<file path="config.mk">
export PLATFORM = sky130hd
export DESIGN_NAME = imau_irq_unit
export DESIGN_NICKNAME = d
export VERILOG_FILES = /design/src/imau_pkg.sv /design/src/imau_flag_bank.sv /design/src/imau_irq_unit.sv
export SDC_FILE = /design/constraint.sdc
export NUM_CORES = 1
export LEC_CHECK = 0
export BUFFER_PORTS_ARGS = -buffer_cell sky130_fd_sc_hd__buf_4
export CAP_MARGIN = 20
export CORE_MARGIN = 10
export CORE_UTILIZATION = 53
export CTS_CLUSTER_SIZE = 40
export DETAILED_ROUTE_END_ITERATION = 8
export PLACE_DENSITY = 0.89
export REMOVE_ABC_BUFFERS = 1
export SYNTH_ARGS = -nofsm -noshare
export SYNTH_HDL_FRONTEND = slang
export SYNTH_SLANG_ARGS = --single-unit
export TNS_END_PERCENT = 5
</file>
<file path="constraint.sdc">
create_clock -name clk_sys -period 1.8 [get_ports clk_sys]
set_input_delay 0.36 -clock clk_sys [delete_from_list [all_inputs] [get_ports clk_sys]]
set_output_delay 0.36 -clock clk_sys [all_outputs]
set_load 0.005 [all_outputs]
</file>
<file path="src/imau_pkg.sv">
// package for the interrupt mask and flag-clearing unit
// assumes one register port of 8-bit data and 8-bit index, on clk_sys
package imau_pkg;

  // ==========================================================================
  // register map
  localparam logic [7:0] IMAU_NOTIFY_MASK_OFS  = 8'h07;
  localparam logic [7:0] IMAU_FAULT_MASK_OFS   = 8'h08;
  localparam logic [7:0] IMAU_WARNING_MASK_OFS = 8'h09;
  localparam logic [7:0] IMAU_NOTIFY_FLAG_OFS  = 8'h0A;
  localparam logic [7:0] IMAU_FAULT_FLAG_OFS   = 8'h0B;
  localparam logic [7:0] IMAU_WARNING_FLAG_OFS = 8'h0C;

  // ==========================================================================
  // notify mask fields
  localparam int IMAU_AUTO_CLEAR_BIT    = 7;
  localparam int IMAU_TC_STATE_BIT      = 5;
  localparam int IMAU_TC_ATT_STAT_BIT   = 4;
  localparam int IMAU_BC_ATT_STAT_BIT   = 3;
  localparam int IMAU_TC_ATT_EVENT_BIT  = 2;
  localparam int IMAU_BC_ATT_EVENT_BIT  = 1;
  localparam int IMAU_ADC_DONE_BIT      = 0;

  // ==========================================================================
  // fault mask fields
  localparam int IMAU_PRE_OV_BIT        = 6;
  localparam int IMAU_LIM_UV_BIT        = 5;
  localparam int IMAU_ILIM_BIT          = 4;
  localparam int IMAU_BUS_OV_BIT        = 3;
  localparam int IMAU_BUS_UV_BIT        = 2;
  localparam int IMAU_SHORT_GND_BIT     = 1;
  localparam int IMAU_THERM_SHD_BIT     = 0;

  // ==========================================================================
  // warning mask fields
  localparam int IMAU_PREBIAS_BIT       = 5;
  localparam int IMAU_THERM_WARN_BIT    = 3;
  localparam int IMAU_IN_OV_BIT         = 2;
  localparam int IMAU_DATA_OV_BIT       = 1;

  // ==========================================================================
  // writable bits and reset values
  localparam logic [7:0] IMAU_NOTIFY_WMASK  = 8'hBF;
  localparam logic [7:0] IMAU_FAULT_WMASK   = 8'h7F;
  localparam logic [7:0] IMAU_WARNING_WMASK = 8'h2E;
  localparam logic [7:0] IMAU_MASK_RESET    = 8'h00;
  localparam logic [7:0] IMAU_FLAG_RESET    = 8'h00;

  // notify flags whose clear is by read alone
  localparam logic [7:0] IMAU_NOTIFY_EVENT_ONLY = 8'h26;
  // notify flags given as READ_CLR; the flag bank ignores it, so a live condition still re-sets them on read
  localparam logic [7:0] IMAU_NOTIFY_READ_CLR   = 8'h27;

endpackage

</file>
<file path="src/imau_flag_bank.sv">
// one bank of eight sticky flags with read clear and optional auto clear
// assumes condition inputs already synchronised to clk_sys
`timescale 1ns/100ps
`default_nettype none
module imau_flag_bank #(
  parameter logic [7:0] VALID_BITS  = 8'hFF,
  parameter logic [7:0] READ_CLR    = 8'h00,
  parameter logic [7:0] NO_AUTO_CLR = 8'h00
) (
  input  wire logic       clk_sys,
  input  wire logic       rstn,
  input  wire logic [7:0] cond,
  input  wire logic       rd_clear,
  input  wire logic       auto_clear,
  output logic      [7:0] flags_reg
);
  import imau_pkg::*;

  logic [7:0] flags_next;

  // ==========================================================================
  // per-bit flag update
  generate
    for (genvar i = 0; i < 8; i++) begin : g_bit
      always_comb begin
        if (!VALID_BITS[i]) begin
          flags_next[i] = 1'b0;
        end else if (cond[i]) begin
          // set wins over any clear in the same cycle
          flags_next[i] = 1'b1;
        end else if (auto_clear && !NO_AUTO_CLR[i]) begin
          flags_next[i] = 1'b0;
        end else if (rd_clear) begin
          // fault flags reach here only with the condition gone
          flags_next[i] = 1'b0;
        end else begin
          flags_next[i] = flags_reg[i];
        end
      end
    end
  endgenerate

  always_ff @(posedge clk_sys or negedge rstn) begin
    if (!rstn) begin
      flags_reg <= IMAU_FLAG_RESET;
    end else begin
      flags_reg <= flags_next;
    end
  end

endmodule
`default_nettype wire

</file>
<file path="src/imau_irq_unit.sv">
// interrupt mask and flag-clearing unit: mask registers, flags, irq output
// assumes a synchronous register port on clk_sys; conditions come from pins
//
// Function
// - notify mask bit 7 selects auto clear of flags; resets to 0.
// - enable bit 1 includes its flag in interrupt; all reset to 0.
// - mask 0x7 gates notifications; bit 5 state change, bit 0 adc done.
// - notify mask bit 4 enables Type-C attach status flag.
// - notify mask bit 3 enables BC1.2 attach status flag.
// - notify mask bit 2 enables Type-C attach event flag.
// - notify mask bit 1 enables BC1.2 attach event flag.
// - mask 0x8 gates seven fault flags, bits 6 down to 0.
// - mask 0x9 gates warnings at bits 5,3,2,1; others unused.
// - state change and attach event flags clear only on read.
// - fault flag read clears it only when its condition is gone.
`timescale 1ns/100ps
`default_nettype none
module imau_irq_unit (
  input  wire logic       clk_sys,
  input  wire logic       rstn,
  input  wire logic       reg_wr,
  input  wire logic       reg_rd,
  input  wire logic [7:0] reg_addr,
  input  wire logic [7:0] reg_wdata,
  output logic      [7:0] reg_rdata,
  input  wire logic [7:0] notify_cond,
  input  wire logic [7:0] fault_cond,
  input  wire logic [7:0] warning_cond,
  output logic            irq_out
);
  import imau_pkg::*;

  // ==========================================================================
  // input synchronisers
  logic [7:0] notify_s1_reg, notify_s2_reg;
  logic [7:0] fault_s1_reg, fault_s2_reg;
  logic [7:0] warning_s1_reg, warning_s2_reg;

  always_ff @(posedge clk_sys or negedge rstn) begin
    if (!rstn) begin
      notify_s1_reg  <= 8'h00;
      notify_s2_reg  <= 8'h00;
      fault_s1_reg   <= 8'h00;
      fault_s2_reg   <= 8'h00;
      warning_s1_reg <= 8'h00;
      warning_s2_reg <= 8'h00;
    end else begin
      notify_s1_reg  <= notify_cond;
      notify_s2_reg  <= notify_s1_reg;
      fault_s1_reg   <= fault_cond;
      fault_s2_reg   <= fault_s1_reg;
      warning_s1_reg <= warning_cond;
      warning_s2_reg <= warning_s1_reg;
    end
  end

  // ==========================================================================
  // mask registers
  logic [7:0] notify_interrupt_mask_reg, notify_interrupt_mask_next;
  logic [7:0] fault_interrupt_mask_reg, fault_interrupt_mask_next;
  logic [7:0] warning_interrupt_mask_reg, warning_interrupt_mask_next;
  logic       flag_auto_clear;

  always_comb begin
    notify_interrupt_mask_next  = notify_interrupt_mask_reg;
    fault_interrupt_mask_next   = fault_interrupt_mask_reg;
    warning_interrupt_mask_next = warning_interrupt_mask_reg;
    if (reg_wr) begin
      unique case (reg_addr)
        IMAU_NOTIFY_MASK_OFS: begin
          notify_interrupt_mask_next = reg_wdata & IMAU_NOTIFY_WMASK;
        end
        IMAU_FAULT_MASK_OFS: begin
          fault_interrupt_mask_next = reg_wdata & IMAU_FAULT_WMASK;
        end
        IMAU_WARNING_MASK_OFS: begin
          warning_interrupt_mask_next = reg_wdata & IMAU_WARNING_WMASK;
        end
        default: begin
          // other offsets belong to other blocks
        end
      endcase
    end
  end

  always_ff @(posedge clk_sys or negedge rstn) begin
    if (!rstn) begin
      notify_interrupt_mask_reg  <= IMAU_MASK_RESET;
      fault_interrupt_mask_reg   <= IMAU_MASK_RESET;
      warning_interrupt_mask_reg <= IMAU_MASK_RESET;
    end else begin
      notify_interrupt_mask_reg  <= notify_interrupt_mask_next;
      fault_interrupt_mask_reg   <= fault_interrupt_mask_next;
      warning_interrupt_mask_reg <= warning_interrupt_mask_next;
    end
  end

  assign flag_auto_clear = notify_interrupt_mask_reg[IMAU_AUTO_CLEAR_BIT];

  // named enables
  logic typec_state_change_enable, typec_attach_status_enable;
  logic bc12_attach_status_enable, typec_attach_event_enable;
  logic bc12_attach_event_enable;
  assign typec_state_change_enable  = notify_interrupt_mask_reg[IMAU_TC_STATE_BIT];
  assign typec_attach_status_enable = notify_interrupt_mask_reg[IMAU_TC_ATT_STAT_BIT];
  assign bc12_attach_status_enable  = notify_interrupt_mask_reg[IMAU_BC_ATT_STAT_BIT];
  assign typec_attach_event_enable  = notify_interrupt_mask_reg[IMAU_TC_ATT_EVENT_BIT];
  assign bc12_attach_event_enable   = notify_interrupt_mask_reg[IMAU_BC_ATT_EVENT_BIT];

  // ==========================================================================
  // flag banks
  logic       rd_notify, rd_fault, rd_warning;
  logic [7:0] notify_flags, fault_flags, warning_flags;

  assign rd_notify  = reg_rd && (reg_addr == IMAU_NOTIFY_FLAG_OFS);
  assign rd_fault   = reg_rd && (reg_addr == IMAU_FAULT_FLAG_OFS);
  assign rd_warning = reg_rd && (reg_addr == IMAU_WARNING_FLAG_OFS);

  // events are clear-on-read only, so auto clear never touches them
  imau_flag_bank #(
    .VALID_BITS  (IMAU_NOTIFY_WMASK & 8'h7F),
    .READ_CLR    (IMAU_NOTIFY_READ_CLR),
    .NO_AUTO_CLR (IMAU_NOTIFY_EVENT_ONLY)
  ) u_notify (
    .clk_sys    (clk_sys),
    .rstn       (rstn),
    .cond       (notify_s2_reg),
    .rd_clear   (rd_notify),
    .auto_clear (flag_auto_clear),
    .flags_reg  (notify_flags)
  );

  // a live fault re-sets its flag, so a read cannot clear it
  imau_flag_bank #(
    .VALID_BITS  (IMAU_FAULT_WMASK),
    .READ_CLR    (IMAU_FAULT_WMASK),
    .NO_AUTO_CLR (8'h00)
  ) u_fault (
    .clk_sys    (clk_sys),
    .rstn       (rstn),
    .cond       (fault_s2_reg),
    .rd_clear   (rd_fault),
    .auto_clear (flag_auto_clear),
    .flags_reg  (fault_flags)
  );

  imau_flag_bank #(
    .VALID_BITS  (IMAU_WARNING_WMASK),
    .READ_CLR    (IMAU_WARNING_WMASK),
    .NO_AUTO_CLR (8'h00)
  ) u_warning (
    .clk_sys    (clk_sys),
    .rstn       (rstn),
    .cond       (warning_s2_reg),
    .rd_clear   (rd_warning),
    .auto_clear (flag_auto_clear),
    .flags_reg  (warning_flags)
  );

  // ==========================================================================
  // interrupt and read data
  logic       irq_next;
  logic [7:0] notify_gate;
  logic [7:0] rdata_next;

  always_comb begin
    notify_gate = notify_flags & notify_interrupt_mask_reg & 8'h7F;
    notify_gate[IMAU_TC_STATE_BIT]     = notify_flags[IMAU_TC_STATE_BIT]
                                         & typec_state_change_enable;
    notify_gate[IMAU_TC_ATT_STAT_BIT]  = notify_flags[IMAU_TC_ATT_STAT_BIT]
                                         & typec_attach_status_enable;
    notify_gate[IMAU_BC_ATT_STAT_BIT]  = notify_flags[IMAU_BC_ATT_STAT_BIT]
                                         & bc12_attach_status_enable;
    notify_gate[IMAU_TC_ATT_EVENT_BIT] = notify_flags[IMAU_TC_ATT_EVENT_BIT]
                                         & typec_attach_event_enable;
    notify_gate[IMAU_BC_ATT_EVENT_BIT] = notify_flags[IMAU_BC_ATT_EVENT_BIT]
                                         & bc12_attach_event_enable;
    irq_next = (|notify_gate)
             | (|(fault_flags & fault_interrupt_mask_reg))
             | (|(warning_flags & warning_interrupt_mask_reg));
  end

  always_comb begin
    unique case (reg_addr)
      IMAU_NOTIFY_MASK_OFS:  rdata_next = notify_interrupt_mask_reg;
      IMAU_FAULT_MASK_OFS:   rdata_next = fault_interrupt_mask_reg;
      IMAU_WARNING_MASK_OFS: rdata_next = warning_interrupt_mask_reg;
      IMAU_NOTIFY_FLAG_OFS:  rdata_next = notify_flags;
      IMAU_FAULT_FLAG_OFS:   rdata_next = fault_flags;
      IMAU_WARNING_FLAG_OFS: rdata_next = warning_flags;
      default:               rdata_next = 8'h00;
    endcase
  end

  always_ff @(posedge clk_sys or negedge rstn) begin
    if (!rstn) begin
      irq_out   <= 1'b0;
      reg_rdata <= 8'h00;
    end else begin
      irq_out   <= irq_next;
      reg_rdata <= reg_rd ? rdata_next : reg_rdata;
    end
  end

endmodule
`default_nettype wire

</file>
==> impl_metrics.csv <==
group,metric,value,unit
clock_tree,clk_pin_slew_worst_paths,0.08,ns
flow_run,max_cap_viol_count,0,
timing,fin_skew,0.0103,ns
yosys,post-synth-top-area-fraction,68.2,%
worst_setup_path,end_kind,"flop",
hold_path,hold_path.class,"in -> reg",
outcome,outcome,"complete, no violations",
timing,setup_viol,0,
floorplanning,die_area,8740,um2
detailed_routing,via_per_inst,5.70,
layout,layout.cells.non_filler,338,
place,gp_congestion,0.921,
detailed_routing,vias,1928,
timing,maxSlewHeadroom,66.6,%
power_and_ir_drop,clkPwrFrac,39.6,%
timing,hold_viol,0,
floorplanning,initial_utilization,55.3,%
yosys,synth_common_cells,"dfrtp_1 (78), mux2_2 (20), a21o_1 (17)",
global_route,overflow,0,
clock_tree,clk_latency,0.34,ns
place,dp_cells,321,
detailed_routing,drt_iter0_drc,146,
yosys,syn_avg_cell_area,14.4,um2
worst_setup_path,cp.depth,5,
yosys,synth-main-ff-cell,"dfrtp_1",
power_and_ir_drop,p_leak,1.61,nW
yosys,synthTopCellsByArea,"dfrtp_1 (68%), mux2_2 (7.9%), a21o_1 (4.5%)",
yosys,syn_area,2860,um2
timing,fmax,583,MHz
worst_setup_path,r2r_cells,4,
power_and_ir_drop,p_sw_share,22.2,%
place,port_buffers,45,
power_and_ir_drop,vdd_drop_max,0.707,mV
worst_setup_path,worst_path_most_repeated_cell,"or4_4",
floorplanning,num_rows,26,
power_and_ir_drop,internal_power,0.00281,W
worst_setup_path,path_max_fanout,7,
power_and_ir_drop,p_comb_share,7.8,%
timing,tightest_slew,0.500,ns
place,place_hpwl,4.48,mm
yosys,synth.distinct_cells,36,
worst_setup_path,worstPathArrival,1.94,ns
yosys,yosys_warnings,0,
power_and_ir_drop,power_switching,0.000799,W
worst_setup_path,critPathLaunchType,"input pin",
timing,maxSlewViolCount,0,
detailed_routing,drc,0,
detailed_routing,first_pass_iters,5,
yosys,synth_top_area_cell,"dfrtp_1",
layout,drive_gt1_share,38.1,%
global_route,grt_max_degree,34,
yosys,ys_async_sr_fraction,100,%
timing,fin_crit_sh,95.2,%
timing,fin_crit,1.71,ns
worst_setup_path,cp_top_family,"simple AND/OR/NAND/NOR gates",
worst_setup_path,crit_start,"reg_addr[7]",
yosys,ys_seq_area_share,68.2,%
layout,syn2layout_area_growth,25.9,%
worst_setup_path,path_cells,"buf_4, or4_4, or4_4, nor2b_1, a21o_1",
worst_setup_path,required,2.03,ns
floorplanning,ioPinCount,53,
clock_tree,cts_buffers,9,
clock_tree,cts_tree,"built",
place,place_area,3370,um2
hold_path,hold_depth,1,
layout,postLayoutCellArea,3600,um2
layout,n_antenna_cell,0,
layout,nets,307,
worst_setup_path,critical_path.max_stage_delay,0.58,ns
clock_tree,cts_setup_buffers,0,
global_route,grt_use_total,14.9,%
floorplanning,fp.dieH,93.5,um
clock_tree,cts_sinks,78,
worst_setup_path,crit_type,"in -> reg",
hold_path,hold_path_startpoint,"warning_cond[1]",
detailed_routing,ant_nets,0,
power_and_ir_drop,power.density,1000,nW/um2
detailed_routing,drt_wl_total,6.11,mm
global_route,grt_pass1_wl,10.1,mm
worst_setup_path,cp_num_buf_inv,1,
yosys,synth_seq_cells,78,
yosys,yosysMostFrequentCell,"dfrtp_1",
layout,largest_reg_flops,8,
clock_tree,cts_buffer_depth,2,
yosys,synthCells,199,
floorplanning,core_area,5170,um2
power_and_ir_drop,seqPwrFrac,52.6,%
layout,top_register,"reg_rdata",
worst_setup_path,r2r-start,"fault_interrupt_mask_reg[0]",
detailed_routing,wl_per_cell,18.1,um
global_route,antenna_found_initial,0,
global_route,grt_pass1_vias,2093,
clock_tree,htree_num_levels,3,
worst_setup_path,crit_slowest_cell,"or4_4",
timing,rsz0062_at_grt,"false",
yosys,synth_edf_count,0,
clock_tree,clockRootBuffer,"clkbuf_8",
floorplanning,fp.dieW,93.5,um
## final cells by class
class | count | area, um2
multi-input combinational | 113 | 873
tap | 70 | 87.6
timing repair buffer | 60 | 465
sequential | 78 | 1950
clock inverter | 6 | 85.1
inverter | 1 | 3.75
clock buffer | 10 | 138
fill | 354 | 1570
## cells in the final DEF, fill, tap and decap left out, drive strengths merged
master,netlist,final
o21a,1,1
clkbuf,5,10
and3,1,1
dfrtp,78,78
a41oi,1,1
a21oi,2,2
a21o,17,17
o311ai,1,1
mux2i,4,4
mux4,2,2
inv,1,1
nor2b,4,4
a22o,1,1
or4,3,3
a21boi,1,1
bufinv,0,2
a211oi,1,1
nor4,3,3
a31oi,4,4
buf,2,59
mux2,20,20
a221oi,2,2
clkinv,0,2
dlygate4sd3,0,1
a222oi,1,1
a211o,2,2
or3b,1,1
a22oi,8,8
o2bb2ai,1,1
nand2,12,12
o21ai,2,2
nand3,6,6
clkinvlp,0,2
nand2b,2,2
nor3,4,4
nor2,6,6
## path summary, 6_finish.rpt
path / endpoint / slack [ns]
setup reg to reg: reg_rdata[0] / 0.34
hold reg to reg: warning_s2_reg[2] / 0.35
hold / removal: warning_s1_reg[1] / 0.12
min in group asynchronous: notify_interrupt_mask_reg[4] / 0.49
setup / recovery: u_notify.flags_reg[0] / 0.09
max in group asynchronous: u_notify.flags_reg[0] / 0.75
## metal layers
metal  vias to the layer above  track usage, %  wire [um]
met3                        30            5.52        584
met4                         0            9.00        235
li1                        860               -          -
met5                         -               0          0
met1                       918            17.9       2500
met2                       120            22.3       2790
## logic make-up after synthesis
| family | count (synthesis) | share of synthesized area, % |
|---|---|---|
| AOI/OAI and AO/OA | 45 | 11.7 |
| and+or+nand+nor | 42 | 7.95 |
| muxes | 26 | 10.8 |
| buffers and inverters | 8 | 1.31 |
| DFF | 78 | 68.2 |
## power by group through the flow
stage                     Sequential [W]  Combinational (W)  Clock [W]
after floorplan                  0.00191           0.000102          0
after CTS                        0.00189           0.000283    0.00145
final                            0.00190           0.000280    0.00143
after global routing             0.00191           0.000312    0.00155
after global placement           0.00192           0.000269          0
after detailed placement         0.00193           0.000281          0
## metrics by stage
stage	utilization, %	TNS, ns	setup slack, ns	hold WS, ns	power [W]
CTS	69.7	0	0.101	0.108	0.00363
detailed placement	65.2	-5.59	-0.266	0.316	0.00221
global route	69.7	0	0.0563	0.0951	0.00377
global placement	65.2	-4.67	-0.245	0.313	0.00219
finish	69.7	0	0.0856	0.121	0.00361
floorplan	-	-1.05	-0.151	0.0644	0.00201
## repair_timing
action                    CTS  global route
hold buffers                1             0
resized for setup           0             0
hold endpoints to repair   29             0
No activity file was read; power rests on OpenSTA's default activity.
